**src/design/atten_pkg.sv**
```systemverilog
// Constants and types for the serial step attenuator host controller.
// Assumes a 10 MHz pclk; all link timing is counted in pclk cycles.
// Function
// - Six-bit word is sent most significant bit (16 dB) first.
// - Host holds latch strobe low while all six bits shift; in direct mode the host holds it high instead.
// - Host returns latch strobe low after latching; later shifts stay hidden. In direct mode the host leaves it high after the word.
// - Wait at least 100 ns from mode rising to first clock rise.
// - Latch rises at least 10 ns after last clock rise less half period.
// - Latch pulse at least 10 ns; 10 ns after fall before next clock.
// - Do not change attenuation faster than about 25 kHz.
package atten_pkg;

	// ------------------------------------------------------------
	// Clock and timing
	// ------------------------------------------------------------
	localparam int CLK_PERIOD_NS       = 100;
	localparam int MODE_TO_CLOCK_SETUP_NS = 100;
	localparam int LATCH_SETUP_NS      = 10;
	localparam int LATCH_WIDTH_NS      = 10;
	localparam int LATCH_HOLD_NS       = 10;
	localparam int MAX_SWITCH_RATE_HZ  = 25000;
	localparam int CLK_FREQ_HZ         = 1000000000 / CLK_PERIOD_NS;

	// Least times round up, never below one cycle
	function automatic int ns_to_cycles(input int ns);
		int c;
		c = (ns + CLK_PERIOD_NS - 1) / CLK_PERIOD_NS;
		return (c < 1) ? 1 : c;
	endfunction

	localparam int MODE_SETUP_CYC = ns_to_cycles(MODE_TO_CLOCK_SETUP_NS);
	localparam int LATCH_SETUP_CYC = ns_to_cycles(LATCH_SETUP_NS);
	localparam int LATCH_WIDTH_CYC = ns_to_cycles(LATCH_WIDTH_NS);
	localparam int LATCH_HOLD_CYC  = ns_to_cycles(LATCH_HOLD_NS);
	// Least spacing after a word in pclk cycles; a parameter default
	localparam int SWITCH_GAP_CYC  = CLK_FREQ_HZ / MAX_SWITCH_RATE_HZ;
	// Half period of the serial clock in pclk cycles
	localparam int SCLK_HALF_CYC   = 1;

	// ------------------------------------------------------------
	// Word layout
	// ------------------------------------------------------------
	localparam int WORD_BITS = 6;
	localparam logic [5:0] POWERUP_CODE = 6'h3F;

	// ------------------------------------------------------------
	// APB register map of the controller
	// ------------------------------------------------------------
	localparam logic [11:0] REG_CTRL   = 12'h000;
	localparam logic [11:0] REG_WORD   = 12'h004;
	localparam logic [11:0] REG_STATUS = 12'h008;
	localparam int CTRL_SERIAL_BIT = 0;
	localparam int CTRL_DIRECT_BIT = 1;
	localparam int STAT_BUSY_BIT   = 0;
	localparam int STAT_MODE_BIT   = 1;
	localparam int STAT_CODE_LSB   = 8;
	localparam logic [31:0] CTRL_RESET = 32'h0000_0001;

	// Pins toward the attenuator
	typedef struct packed {
		logic interface_select;
		logic latch_strobe;
		logic serial_clock;
		logic serial_data;
	} atten_pins_t;

	// Order handed from the register file to the shifter
	typedef struct packed {
		logic       start;
		logic       serial;
		logic       direct;
		logic [5:0] code;
	} shift_order_t;

endpackage

```
**src/design/atten_shifter.sv**
```systemverilog
// Serial word engine: drives mode, clock, data and latch strobe pins.
// Assumes orders come from logic on pclk; start is a one-cycle pulse.
`timescale 1ns/1ps
module atten_shifter
	import atten_pkg::*;
#(
	parameter int GAP_CYC = SWITCH_GAP_CYC
) (
	input  wire logic         pclk,     // System clock
	input  wire logic         presetn,  // Async reset, low
	input  wire shift_order_t order,    // Word request
	output atten_pins_t       pins,     // Pins to attenuator
	output logic              busy,     // Word in progress
	output logic [5:0]        applied   // Last word latched
);
	typedef enum {S_IDLE, S_MODE, S_LOW, S_HIGH, S_LSETUP, S_LATCH,
		S_LHOLD, S_GAP} state_t;

	state_t      state, next_state;
	atten_pins_t next_pins;
	logic [5:0]  sreg, next_sreg;
	logic [2:0]  bitn, next_bitn;
	logic [15:0] cnt, next_cnt;
	logic        direct, next_direct;
	logic [5:0]  next_applied;
	// Applied word is held by a snapshot since order.code may move
	logic [5:0]  word_hold, next_word_hold;
	logic        next_busy;

	// --------------------------------------------------------
	// Sequencer
	// --------------------------------------------------------
	always_comb begin
		next_state   = state;
		next_pins    = pins;
		next_sreg    = sreg;
		next_bitn    = bitn;
		next_cnt     = (cnt != 16'h0000) ? cnt - 16'h0001 : cnt;
		next_direct  = direct;
		next_applied = applied;
		next_word_hold = word_hold;
		case (state)
			S_IDLE: begin
				if (order.start) begin
					next_pins.interface_select = order.serial;
					next_direct = order.direct;
					next_sreg   = order.code;
					next_word_hold = order.code;
					next_bitn   = 3'(WORD_BITS);
					next_pins.latch_strobe = order.serial & order.direct;
					if (!order.serial) begin
						next_state = S_IDLE;
					end else begin
						next_cnt = 16'(MODE_SETUP_CYC);
						next_state = S_MODE;
					end
				end
			end
			S_MODE: begin
				if (cnt == 16'h0000) begin
					next_state = S_LOW;
				end
			end
			S_LOW: begin
				next_pins.serial_data  = sreg[5];
				next_pins.serial_clock = 1'b0;
				next_cnt   = 16'(SCLK_HALF_CYC);
				next_state = S_HIGH;
			end
			S_HIGH: begin
				if (cnt == 16'h0000) begin
					next_pins.serial_clock = 1'b1;
					next_sreg = {sreg[4:0], 1'b0};
					next_bitn = bitn - 3'h1;
					next_cnt  = 16'(LATCH_SETUP_CYC);
					next_state = (bitn == 3'h1) ? S_LSETUP : S_LOW;
				end
			end
			S_LSETUP: begin
				if (cnt == 16'h0000) begin
					next_pins.serial_clock = 1'b0;
					if (direct) begin
						next_applied = word_hold;
						next_cnt   = 16'(GAP_CYC);
						next_state = S_GAP;
					end else begin
						next_pins.latch_strobe = 1'b1;
						next_cnt   = 16'(LATCH_WIDTH_CYC);
						next_state = S_LATCH;
					end
				end
			end
			S_LATCH: begin
				if (cnt == 16'h0000) begin
					next_pins.latch_strobe = 1'b0;
					next_applied = word_hold;
					next_cnt   = 16'(LATCH_HOLD_CYC);
					next_state = S_LHOLD;
				end
			end
			S_LHOLD: begin
				if (cnt == 16'h0000) begin
					next_cnt   = 16'(GAP_CYC);
					next_state = S_GAP;
				end
			end
			default: begin
				if (cnt == 16'h0000) begin
					next_state = S_IDLE;
				end
			end
		endcase
		next_busy = (next_state != S_IDLE);
	end

	// Sequencer registers
	always_ff @(posedge pclk or negedge presetn) begin
		if (!presetn) begin
			state   <= S_IDLE;
			pins    <= '{interface_select: 1'b1, latch_strobe: 1'b0,
				serial_clock: 1'b0, serial_data: 1'b0};
			sreg    <= 6'h00;
			bitn    <= 3'h0;
			cnt     <= 16'h0000;
			direct  <= 1'b0;
			applied <= POWERUP_CODE;
			busy    <= 1'b0;
			word_hold <= POWERUP_CODE;
		end else begin
			state   <= next_state;
			pins    <= next_pins;
			sreg    <= next_sreg;
			bitn    <= next_bitn;
			cnt     <= next_cnt;
			direct  <= next_direct;
			applied <= next_applied;
			busy    <= next_busy;
			word_hold <= next_word_hold;
		end
	end
endmodule

```
**src/design/atten_host.sv**
```systemverilog
// Host controller top: APB registers steer the attenuator word engine.
// Assumes APB master on pclk; attenuator pins go straight to the part.
`timescale 1ns/1ps
module atten_host
	import atten_pkg::*;
#(
	parameter int GAP_CYC = SWITCH_GAP_CYC
) (
	input  wire logic        pclk,             // System clock
	input  wire logic        presetn,          // Async reset, low
	input  wire logic        psel,             // APB select
	input  wire logic        penable,          // APB enable
	input  wire logic        pwrite,           // APB write
	input  wire logic [11:0] paddr,            // APB address
	input  wire logic [31:0] pwdata,           // APB write data
	output logic      [31:0] prdata,           // APB read data
	output logic             pready,           // APB ready
	output logic             pslverr,          // APB error
	output logic             interface_select, // Mode pin
	output logic             latch_strobe,     // Latch pin
	output logic             serial_clock,     // Serial clock pin
	output logic             serial_data       // Serial data pin
);
	// --------------------------------------------------------
	// Register file
	// --------------------------------------------------------
	logic [31:0]  ctrl, next_ctrl;
	logic [31:0]  next_prdata;
	logic         next_pslverr;
	shift_order_t order, next_order;
	atten_pins_t  pins;
	logic         busy;
	logic [5:0]   applied;

	// Write to word register launches a transfer; ignored while busy
	always_comb begin
		next_ctrl    = ctrl;
		next_prdata  = prdata;
		next_pslverr = 1'b0;
		next_order   = order;
		next_order.start = 1'b0;
		if (psel && !penable) begin
			if (paddr == REG_CTRL) begin
				if (pwrite) next_ctrl = pwdata;
				next_prdata = ctrl;
			end else if (paddr == REG_WORD) begin
				if (pwrite && !busy && !order.start) begin
					next_order.start  = 1'b1;
					next_order.serial = ctrl[CTRL_SERIAL_BIT];
					next_order.direct = ctrl[CTRL_DIRECT_BIT];
					next_order.code   = pwdata[5:0];
				end
				next_prdata = {26'h0, order.code};
			end else if (paddr == REG_STATUS) begin
				next_prdata = 32'h0;
				next_prdata[STAT_BUSY_BIT] = busy | order.start;
				next_prdata[STAT_MODE_BIT] = pins.interface_select;
				next_prdata[STAT_CODE_LSB +: 6] = applied;
			end else begin
				next_prdata  = 32'h0;
				next_pslverr = 1'b1;
			end
		end
	end

	// Setup cycle decodes; access cycle answers with pready high
	always_ff @(posedge pclk or negedge presetn) begin
		if (!presetn) begin
			ctrl    <= CTRL_RESET;
			prdata  <= 32'h0;
			pslverr <= 1'b0;
			pready  <= 1'b0;
			order   <= '{start: 1'b0, serial: 1'b1, direct: 1'b0,
				code: POWERUP_CODE};
		end else begin
			ctrl    <= next_ctrl;
			prdata  <= next_prdata;
			pslverr <= next_pslverr;
			pready  <= psel && !penable;
			order   <= next_order;
		end
	end

	atten_shifter #(
		.GAP_CYC (GAP_CYC)
	) u_shift (
		.pclk    (pclk),
		.presetn (presetn),
		.order   (order),
		.pins    (pins),
		.busy    (busy),
		.applied (applied)
	);

	// Pins come from shifter flip-flops
	assign interface_select = pins.interface_select;
	assign latch_strobe     = pins.latch_strobe;
	assign serial_clock     = pins.serial_clock;
	assign serial_data      = pins.serial_data;
endmodule

```
**config.mk**
```make
export PLATFORM = sky130hd
export DESIGN_NAME = atten_host
export DESIGN_NICKNAME = d
export VERILOG_FILES = /design/src/design/atten_pkg.sv /design/src/design/atten_shifter.sv /design/src/design/atten_host.sv
export SDC_FILE = /design/constraint.sdc
export NUM_CORES = 1
export LEC_CHECK = 0
export BUFFER_PORTS_ARGS = -buffer_cell sky130_fd_sc_hd__buf_2
export CORE_MARGIN = 4
export CORE_UTILIZATION = 53
export DETAILED_ROUTE_END_ITERATION = 8
export HOLD_SLACK_MARGIN = 0.05
export PLACE_DENSITY = 0.85
export SYNTH_ARGS = -nofsm -noshare
export SYNTH_HDL_FRONTEND = slang
export SYNTH_HIERARCHICAL = 1
export SYNTH_SLANG_ARGS = --single-unit
```
**constraint.sdc**
```tcl
create_clock -name pclk -period 3.3 [get_ports pclk]
set_clock_uncertainty 0.2 [all_clocks]
set_input_delay 0.33 -clock pclk [delete_from_list [all_inputs] [get_ports pclk]]
set_output_delay 0.33 -clock pclk [all_outputs]
set_load 0.01 [all_outputs]
```
After elaboration in Yosys (flattened, before gate mapping)
Index checks and enable logic that the tools add are counted.
{"block": "totals", "register_bits": 150, "in_bits": 49, "out_inout_bits": 38}
{"block": "op_classes", "n_addsub": 2, "eq_ne": 15, "n_mux": 47, "bitwise": 3, "n_reduce_logical": 23}
{"cell": "$mux W32", "count": 8}
{"cell": "$pmux W32 S7", "count": 1}
{"cell": "$eq A32 B3 Y1 const B", "count": 3}
{"cell": "$mux W16", "count": 6}
{"cell": "$pmux W16 S5", "count": 1}
{"cell": "$eq A32 B2 Y1 const B", "count": 2}
{"cell": "$mux W9", "count": 5}
{"cell": "$eq A32 B1 Y1 const B", "count": 1}
{"cell": "$logic_not A32 Y1", "count": 1}
{"cell": "$reduce_bool A32 Y1", "count": 1}
{"cell": "$mux W6", "count": 5}
{"cell": "$mux W14", "count": 2}
{"cell": "$pmux W6 S2", "count": 2}
{"cell": "$logic_not A16 Y1", "count": 1}
{"cell": "$reduce_bool A16 Y1", "count": 1}
{"cell": "$sub A16 B1 Y16 const B", "count": 1}
{"cell": "$eq A12 B3 Y1 const B", "count": 1}
{"cell": "$eq A12 B4 Y1 const B", "count": 1}
{"cell": "$logic_not A12 Y1", "count": 1}
{"cell": "$mux W1", "count": 9}
{"cell": "$mux W3", "count": 3}
{"cell": "$reduce_and A3 Y1", "count": 3}
{"cell": "$ne A2 B1 Y1 const B", "count": 4}
{"cell": "$reduce_and A4 Y1", "count": 2}
{"cell": "other kinds (16)", "count": 25}

Depth between registers and ports, before layout
Gate-level depths: netlist (run 1).
{"block": "logic_depth", "ltp_word": 7, "ltp_mapped": 14, "mapped_depth_nobuf": 11}

Cells and area by module
Netlist (run 1), hierarchy kept.
{"module": "atten_shifter", "n_inst": 1, "cells_per_inst": 311, "area_each_um2": 3377.0}
{"module": "atten_host", "n_inst": 1, "cells_per_inst": 202, "area_each_um2": 2950.3}

Worst setup path after synthesis (run 1)
No wires, ideal clock.
{"block": "synth_timing", "path_type": "reg-to-reg", "start": "register u_shift.cnt[0]", "end": "register u_shift.cnt[0]", "setup_ps": 87, "arrival_time_ps": 2443, "required_time_ps": 3013, "slack_ps": 570, "stages_incl_launch_ff": 15, "synth_period_minus_slack_ps": 2730, "cell_sequence": "dfrtp_1 inv_1 ha_1 nor4b_1 and4_1 clkbuf_1 clkbuf_1 clkbuf_1 inv_1 ha_1 nor2_1 nand2_1 o21ai_0 nand2_1 o211ai_1"}
{"block": "synth_via", "elab_chain_len": 5, "elab_cells_between_ends": 10}
{"item": "from (decl)", "line": "atten_shifter.sv:23", "source": "logic [15:0] cnt, next_cnt;"}
{"item": "from (signal assigned)", "line": "atten_shifter.sv:134", "source": "cnt <= next_cnt;"}
{"item": "$sub A16 B1 Y16 / $reduce_bool A16 Y1 (equally long branches)", "line": "atten_shifter.sv:38", "source": "next_cnt = (cnt != 16'h0000) ? cnt - 16'h0001 : cnt;"}
{"item": "$mux W16", "line": "atten_shifter.sv:38"}
{"item": "$mux W16", "line": "atten_shifter.sv:51", "source": "if (!order.serial) begin"}
{"item": "$mux W16", "line": "atten_shifter.sv:44", "source": "if (order.start) begin"}
{"item": "$pmux W16 S5 *", "line": "atten_shifter.sv:42", "source": "case (state)"}
{"item": "net u_shift.next_cnt[0]", "line": "atten_shifter.sv:23"}
Mark *: on every way through the listed nets, which the timed path passes. The rest lies on a longest branch.
A chain may end at the register's enable or synchronous reset.

Worst setup path after layout (run 1)
{"block": "layout_timing", "start": "register u_shift.state[25]", "end": "register u_shift.busy"}
{"block": "layout_via", "elab_chain_len": 3, "elab_cells_between_ends": 16}
{"item": "from (decl)", "line": "atten_shifter.sv:19", "source": "state_t state, next_state;"}
{"item": "from (signal assigned)", "line": "atten_shifter.sv:130", "source": "state <= next_state;"}
{"item": "$eq A32 B3 Y1, or another cell as far along", "line": "atten_shifter.sv:42"}
{"item": "$pmux W32 S7 *", "line": "atten_shifter.sv:42"}
{"item": "net u_shift.next_state[1]", "line": "atten_shifter.sv:19"}
{"item": "$reduce_bool A32 Y1 *", "line": "atten_shifter.sv:113", "source": "next_busy = (next_state != S_IDLE);"}
{"item": "net u_shift.next_busy", "line": "atten_shifter.sv:28", "source": "logic next_busy;"}
{"item": "to (signal assigned)", "line": "atten_shifter.sv:137", "source": "busy <= next_busy;"}
{"item": "to (decl)", "line": "atten_shifter.sv:13", "source": "output logic busy,"}
Marked as above.

==> results of run 1 <==
==> metal layers <==
layer	share of wire (%)	wire length (um)
met1	39	6340
met2	52	8430
met3	5.9	959
met4	3.0	492
met5	0	0
==> synth_stat cells (all sizes together), types with 2 or more instances <==
cell type,number,area (sq um)
ha,5,62.6
a21oi,17,85.1
nand3,8,40.0
buf,7,52.5
nor3b,4,41.3
nor4,13,87.6
dfstp,21,552
or3,3,23.8
or4,5,42.5
xor2,9,78.8
clkbuf,15,56.3
a22o,26,228
a31oi,2,12.5
nand4,3,18.8
o22ai,8,50.1
o21ai,12,60.1
nor2b,13,81.3
and2,17,106
inv,17,63.8
nand2b,7,43.8
nand3b,5,37.5
mux2i,9,90.1
nor3,10,61.3
nor2,30,115
a2111oi,2,17.5
or2,4,25.0
dfrtp,129,3230
xnor2,5,43.8
mux2,56,631
nand2,29,109
a21o,7,52.6
==> worst reg2reg max path: cells and delay by family (launching register included) <==
family,cells,cell delay (ns)
AO/OA/AOI/OAI,1,0.33
flip-flops,1,0.39
AND/OR/NAND/NOR,5,1.87
==> stage by stage <==
| step | hold WS (ns) | setup slack, ns | area, sq um | cells |
|---|---|---|---|---|
| 3_5_place_dp | 0.261 | 0.417 | 6950 | 733 |
| 4_1_cts | 0.105 | 0.427 | 7880 | 799 |
| 2_1_floorplan | -0.166 | 0.570 | 6330 | 513 |
| 6_report | 0.192 | 0.393 | 7880 | 799 |
| 3_3_place_gp | 0.255 | 0.475 | 6950 | 733 |
| 5_1_grt | 0.177 | 0.104 | 7880 | 799 |
==> power by group through the flow <==
stage          Combinational, mW  Clock (mW)  Sequential (mW)
6_report                   0.127        1.94             1.84
5_1_grt                    0.139        2.06             1.84
4_1_cts                    0.125        1.94             1.84
3_5_place_dp              0.0931           0             1.88
3_3_place_gp              0.0889           0             1.88
2_1_floorplan             0.0167           0             1.88
==> state kept, by name (all words and copies together), names as in the netlist, 3 cells and up <==
signal             cells
u_shift/bitn           3
ctrl                  32
u_shift/cnt           16
prdata                32
u_shift/pins           4
u_shift/sreg           6
order                  9
u_shift/state         32
u_shift/applied        6
u_shift/word_hold      6
==> path summary, 6_finish.rpt <==
check / depth (start not counted) / to / start
max in group asynchronous: 3 / prdata[29]$_DFFE_PN0N_ / presetn
max reg2reg: 6 / u_shift/busy$_DFF_PN0_ / u_shift/state[25]$_DFF_PN0_
min: 3 / pslverr$_DFF_PN0_ / paddr[3]
max: 6 / u_shift/busy$_DFF_PN0_ / u_shift/state[25]$_DFF_PN0_
min in group asynchronous: 2 / u_shift/cnt[12]$_DFF_PN0_ / presetn
min reg2reg: 1 / prdata[3]$_DFFE_PN0N_ / ctrl[3]$_DFFE_PN0P_
==> cells by family after synthesis <==
kind of cell / after synthesis / synth area share [%]
adder cells (fa/ha/maj): 5 / 0.989
buffers and inverters: 39 / 2.73
AO/OA/AOI/OAI: 83 / 9.20
AND/OR/NAND/NOR: 157 / 14.0
flip-flops: 150 / 59.7
multiplexers: 65 / 11.4
XOR/XNOR: 14 / 1.94
==> timing repair <==
item / in CTS / in global routing
resized for setup: 0 / 0
endpoints found under the setup margin: 0 / 0
hold endpoints to repair: 146 / 0
hold buffers: 34 / 0
==> final cells by class <==
cell class                      count  area share [%]
Inverter                           17           0.810
Tap cell                          143            2.27
Clock buffer                       25            6.29
Timing Repair Buffer              133            11.3
Clock inverter                      7            1.19
Multi-Input combinational cell    324            30.2
Sequential cell                   150            48.0
==> impl_metrics.csv, run 1 <==
group,metric,value,unit
timing,fmax,0.344,GHz
die,die-width,117,um
clocking,root_buffer,"clkbuf_16",
clocking,path_clk_slew,0.06,ns
synthesis,postSynthAreaPerCell,12.3,sq um
synthesis,yosysSeqAreaShare,59.7,%
routing,routed_via_density,5.94,
power_and_ir_drop,pwr-share-comb,3.3,%
global_route,gr-total-overflow,0,
global_route,grt_util_all_layers,24.6,%
power_and_ir_drop,power.density,496,mW/mm^2
timing,setup_tns,0,ns
synthesis,syn_nets,567,
clocking,clk_latency,0.42,ns
synthesis,synth_enable_flop_cells,0,
power_and_ir_drop,leakagePower,3.98,nW
die,rows,39,
timing,rsz0062_at_grt,"no",
synthesis,async_flop_share,100,%
power_and_ir_drop,switching_share,20.9,%
clocking,ctsHtreeMaxLevel,4,
critical_path,r2r_slack,0.39,ns
global_route,busiest_layer,"met2",
global_route,first_global_vias,4842,
place,port_buffers,86,
outcome,outcome,"finished clean",
synthesis,ys_types,57,
timing,finalMaxSlewViolations,0,
final_layout,layout_common_cells,"129 x dfrtp_1, 85 x buf_2, 43 x mux2_2",
critical_path,cp-start-kind,"register",
final_layout,fillers,791,
die,die_h,117,um
timing,period_needed,2.91,ns
clocking,clock-sinks,150,
global_route,antenna_found_initial,0,
power_and_ir_drop,p_int,3.09,mW
routing,vias,4748,
die,start_util,54.7,%
power_and_ir_drop,total_power,3.91,mW
critical_path,slowest_stage,"or4_1",
global_route,met3_usage,6.27,%
min_path,hold_path_class,"primary input to register",
clocking,post_cts_buffers,0,
routing,drt_iter0_drc,504,
synthesis,synth-seq-cells,150,
routing,post-route-drc-count,0,
critical_path,crit_family,"simple AND/OR/NAND/NOR gates",
final_layout,drive_gt1_share,30.9,%
routing,wirelength,16200,um
critical_path,slowest_delay,0.52,ns
timing,hold_viol,0,
final_layout,ff_latch_area,0.00378,sq mm
final_layout,fin_nets,697,
flow_run,maxCapViolations,0,
die,ios,87,
critical_path,endpoint_kind,"register",
timing,worst_slew_pin_slew,1.14,ns
global_route,grt_pass1_wl,25300,um
critical_path,crit_required,3.40,ns
critical_path,path_class,"register to register",
synthesis,synth_cells,513,
critical_path,path_buf_inv,0,
global_route,globalRouteMet1Util,30.3,%
synthesis,yosysWarnings,6,
clocking,cts_tree,"done",
timing,relSlewSlack,24.2,%
final_layout,antenna_cells,0,
final_layout,area.growth.synth_to_final,24.5,%
critical_path,critPathArrivalTime,3.00,ns
synthesis,syn-cell-area,0.00633,sq mm
global_route,globalRouteMet2Util,40.7,%
critical_path,cp_cell_sequence,"nor4_1 -> nand4_1 -> nor3_4 -> nand3b_1 -> a32o_2 -> or4_1",
routing,drt_first_pass_iters,5,
power_and_ir_drop,p_clk_share,49.6,%
die,coreArea,0.0116,sq mm
power_and_ir_drop,power_switching,0.817,mW
place,gp_congestion,0.845,
synthesis,synthFlopType,"dfrtp_1",
routing,antenna_left,0,
power_and_ir_drop,p_seq_share,47.2,%
routing,routedWlPerCell,20.3,um
critical_path,critPathMaxFanout,7,
power_and_ir_drop,irDropWorstVdd,0.352,mV
global_route,grt_max_degree,131,
timing,setup-violations-final,0,
clocking,cts_buffers,17,
timing,fin_crit_sh,88.1,%
final_layout,final_common_cell,"dfrtp_1",
clocking,clockBufferDepth,2,
die,fp.dieArea,0.0137,sq mm
final_layout,post-route-util,68.1,%
final_layout,multi_input_comb_area,0.00238,sq mm
place,dp_hpwl,9700,um
No activity file was read; power rests on OpenSTA's default activity.
==> run 2, diff against run 1 <==
==> constraint.sdc (replaced) <==
create_clock -name pclk -period 3.1 [get_ports pclk]
set_clock_uncertainty 0.2 [all_clocks]
set_input_delay 0.31 -clock pclk [delete_from_list [all_inputs] [get_ports pclk]]
set_output_delay 0.31 -clock pclk [all_outputs]
set_load 0.01 [all_outputs]
==> run 2 against run 1 <==
Against the previous run:
- combinational power is 7% higher
- non-clock buffer count increased by 4
- highest routed layer unchanged
- largest cell class unchanged
- via count up 0.48%
- critical path type is now primary input to register
- power grew 4.7%
- first-iteration DRC count shrank 0.79%
==> impl_metrics.csv, run 2 (synthesis gave the netlist of run 1 again) <==
group,metric,value,unit
timing,setup_ws,0.209,ns
min_path,hold_path_class,"primary input to register",
critical_path,r2r_cells,6,
timing,relSlewSlack,46.9,%
timing,finalMaxSlewViolations,0,
routing,route.met2.wl,7830,um
place,gp_congestion,0.877,
clocking,ctsHtreeMaxLevel,4,
routing,vias,4771,
min_path,whs_endpoint,"pslverr$_DFF_PN0_",
timing,rsz0062_at_grt,"no",
clocking,clockBufferDepth,2,
final_layout,layout_common_cells,"129 x dfrtp_1, 85 x buf_2, 43 x mux2_2",
place,dp_hpwl,9930,um
critical_path,critPathArrivalTime,2.99,ns
timing,worst_slew_pin_slew,0.797,ns
final_layout,reg_top3,"ctrl x32, prdata x32, u_shift/state x32",
critical_path,path_class,"primary input to register",
clocking,root_buffer,"clkbuf_16",
global_route,grt_max_degree,89,
place,port_buffers,86,
outcome,outcome,"finished clean",
critical_path,regToRegEndpoint,"u_shift/busy$_DFF_PN0_",
die,start_util,54.7,%
final_layout,drive_gt1_share,32.0,%
die,coreArea,0.0116,sq mm
critical_path,timing.rr.start,"u_shift/cnt[10]$_DFF_PN0_",
timing,period_needed,2.89,ns
die,ios,87,
power_and_ir_drop,irDropWorstVdd,0.407,mV
critical_path,r2r_slack,0.26,ns
place,preCtsSetupSlack,0.209,ns
routing,dr_wl_met3,864,um
critical_path,critPathMaxFanout,17,
timing,hold_viol,0,
clocking,cts_tree,"done",
global_route,gr-total-overflow,0,
critical_path,cp-start-kind,"primary input",
routing,routed_via_density,5.94,
global_route,antenna_found_initial,0,
global_route,grt_pass1_wl,25100,um
die,fp.dieArea,0.0137,sq mm
final_layout,antenna_cells,0,
power_and_ir_drop,total_power,4.09,mW
timing,setup_tns,0,ns
clocking,clock-sinks,150,
routing,routedWlPerCell,19.5,um
clocking,clk_latency,0.43,ns
power_and_ir_drop,power.density,519,mW/mm^2
die,die_h,117,um
routing,antenna_left,0,
global_route,grt_util_all_layers,24.0,%
final_layout,fin_nets,701,
power_and_ir_drop,leakagePower,3.99,nW
global_route,first_global_vias,4833,
routing,drt_iter0_drc,500,
final_layout,area.growth.synth_to_final,24.6,%
timing,setup-violations-final,0,
die,die-width,117,um
final_layout,post-route-util,68.1,%
clocking,cts_buffers,17,
routing,wl_met1,6350,um
routing,wirelength,15700,um
die,rows,39,
clocking,path_clk_slew,0.06,ns
timing,fin_crit_sh,93.3,%
critical_path,crit_required,3.20,ns
critical_path,endpoint_kind,"register",
flow_run,maxCapViolations,0,
timing,fmax,0.346,GHz
min_path,min-delay-start,"paddr[3]",
final_layout,final_common_cell,"dfrtp_1",
routing,highest_layer,"met4",
min_path,min_path_cells,3,
routing,post-route-drc-count,0,
routing,drt_first_pass_iters,5,
run 2: layout make-up:
| cell class | instances | area, sq um |
|---|---|---|
| sequential | 150 | 3780 |
| tap | 143 | 179 |
| timing repair buffer | 137 | 905 |
| clock buffer | 19 | 453 |
| inverter | 17 | 63.8 |
| fill | 777 | 3680 |
| multi-input combinational | 324 | 2380 |
| clock inverter | 13 | 120 |
run 2: worst max-delay path: stages:
cell,delay [ns]
dlygate4sd3_1,0.53
buf_2,0.17
nor3b_1,0.35
or4b_1,0.66
nor3b_4,0.27
buf_4,0.30
mux2_1,0.38
run 2: worst max-delay path by stage:
stage          slack, ns                  endpoint  depth (start not counted)                      start
6_report            0.21       ctrl[1]$_DFFE_PN0P_                          7                   paddr[2]
5_1_grt             0.13    u_shift/busy$_DFF_PN0_                          7  u_shift/cnt[10]$_DFF_PN0_
4_1_cts             0.27    u_shift/busy$_DFF_PN0_                          6  u_shift/cnt[10]$_DFF_PN0_
3_5_place_dp        0.21      ctrl[28]$_DFFE_PN0P_                          6                   paddr[9]
3_3_place_gp        0.27      ctrl[29]$_DFFE_PN0P_                          6                   paddr[1]
2_1_floorplan       0.37  u_shift/cnt[0]$_DFF_PN0_                         14   u_shift/cnt[0]$_DFF_PN0_
run 2: layer usage:
layer	track usage, %	up-vias
met5	0	-
met4	12.1	0
met3	6.99	62
met2	37.7	206
met1	30.3	2409
li1	-	2094
run 2: power breakdown:
group / total (mW) / switching, mW / leakage (nW) / internal [mW]
Sequential: 1.96 / 0.00106 / 2.02 / 1.96
Combinational: 0.136 / 0.0752 / 1.70 / 0.0609
Clock: 1.99 / 0.839 / 0.277 / 1.16
Total: 4.09 / 0.915 / 3.99 / 3.18
run 2: through the flow:
stage,instance area (sq um),cells,hold WS [ns]
after floorplan,6330,513,-0.186
after global placement,6970,737,0.216
after detailed placement,6970,737,0.231
after CTS,7880,803,0.138
after global routing,7880,803,0.173
final,7880,803,0.162
run 2: repair_timing:
| item | 4_1_cts | 5_1_grt |
|---|---|---|
| setup buffers | 0 | 0 |
| gates resized for setup | 0 | 0 |
| hold buffers | 34 | 0 |
| hold endpoints to repair | 109 | 0 |
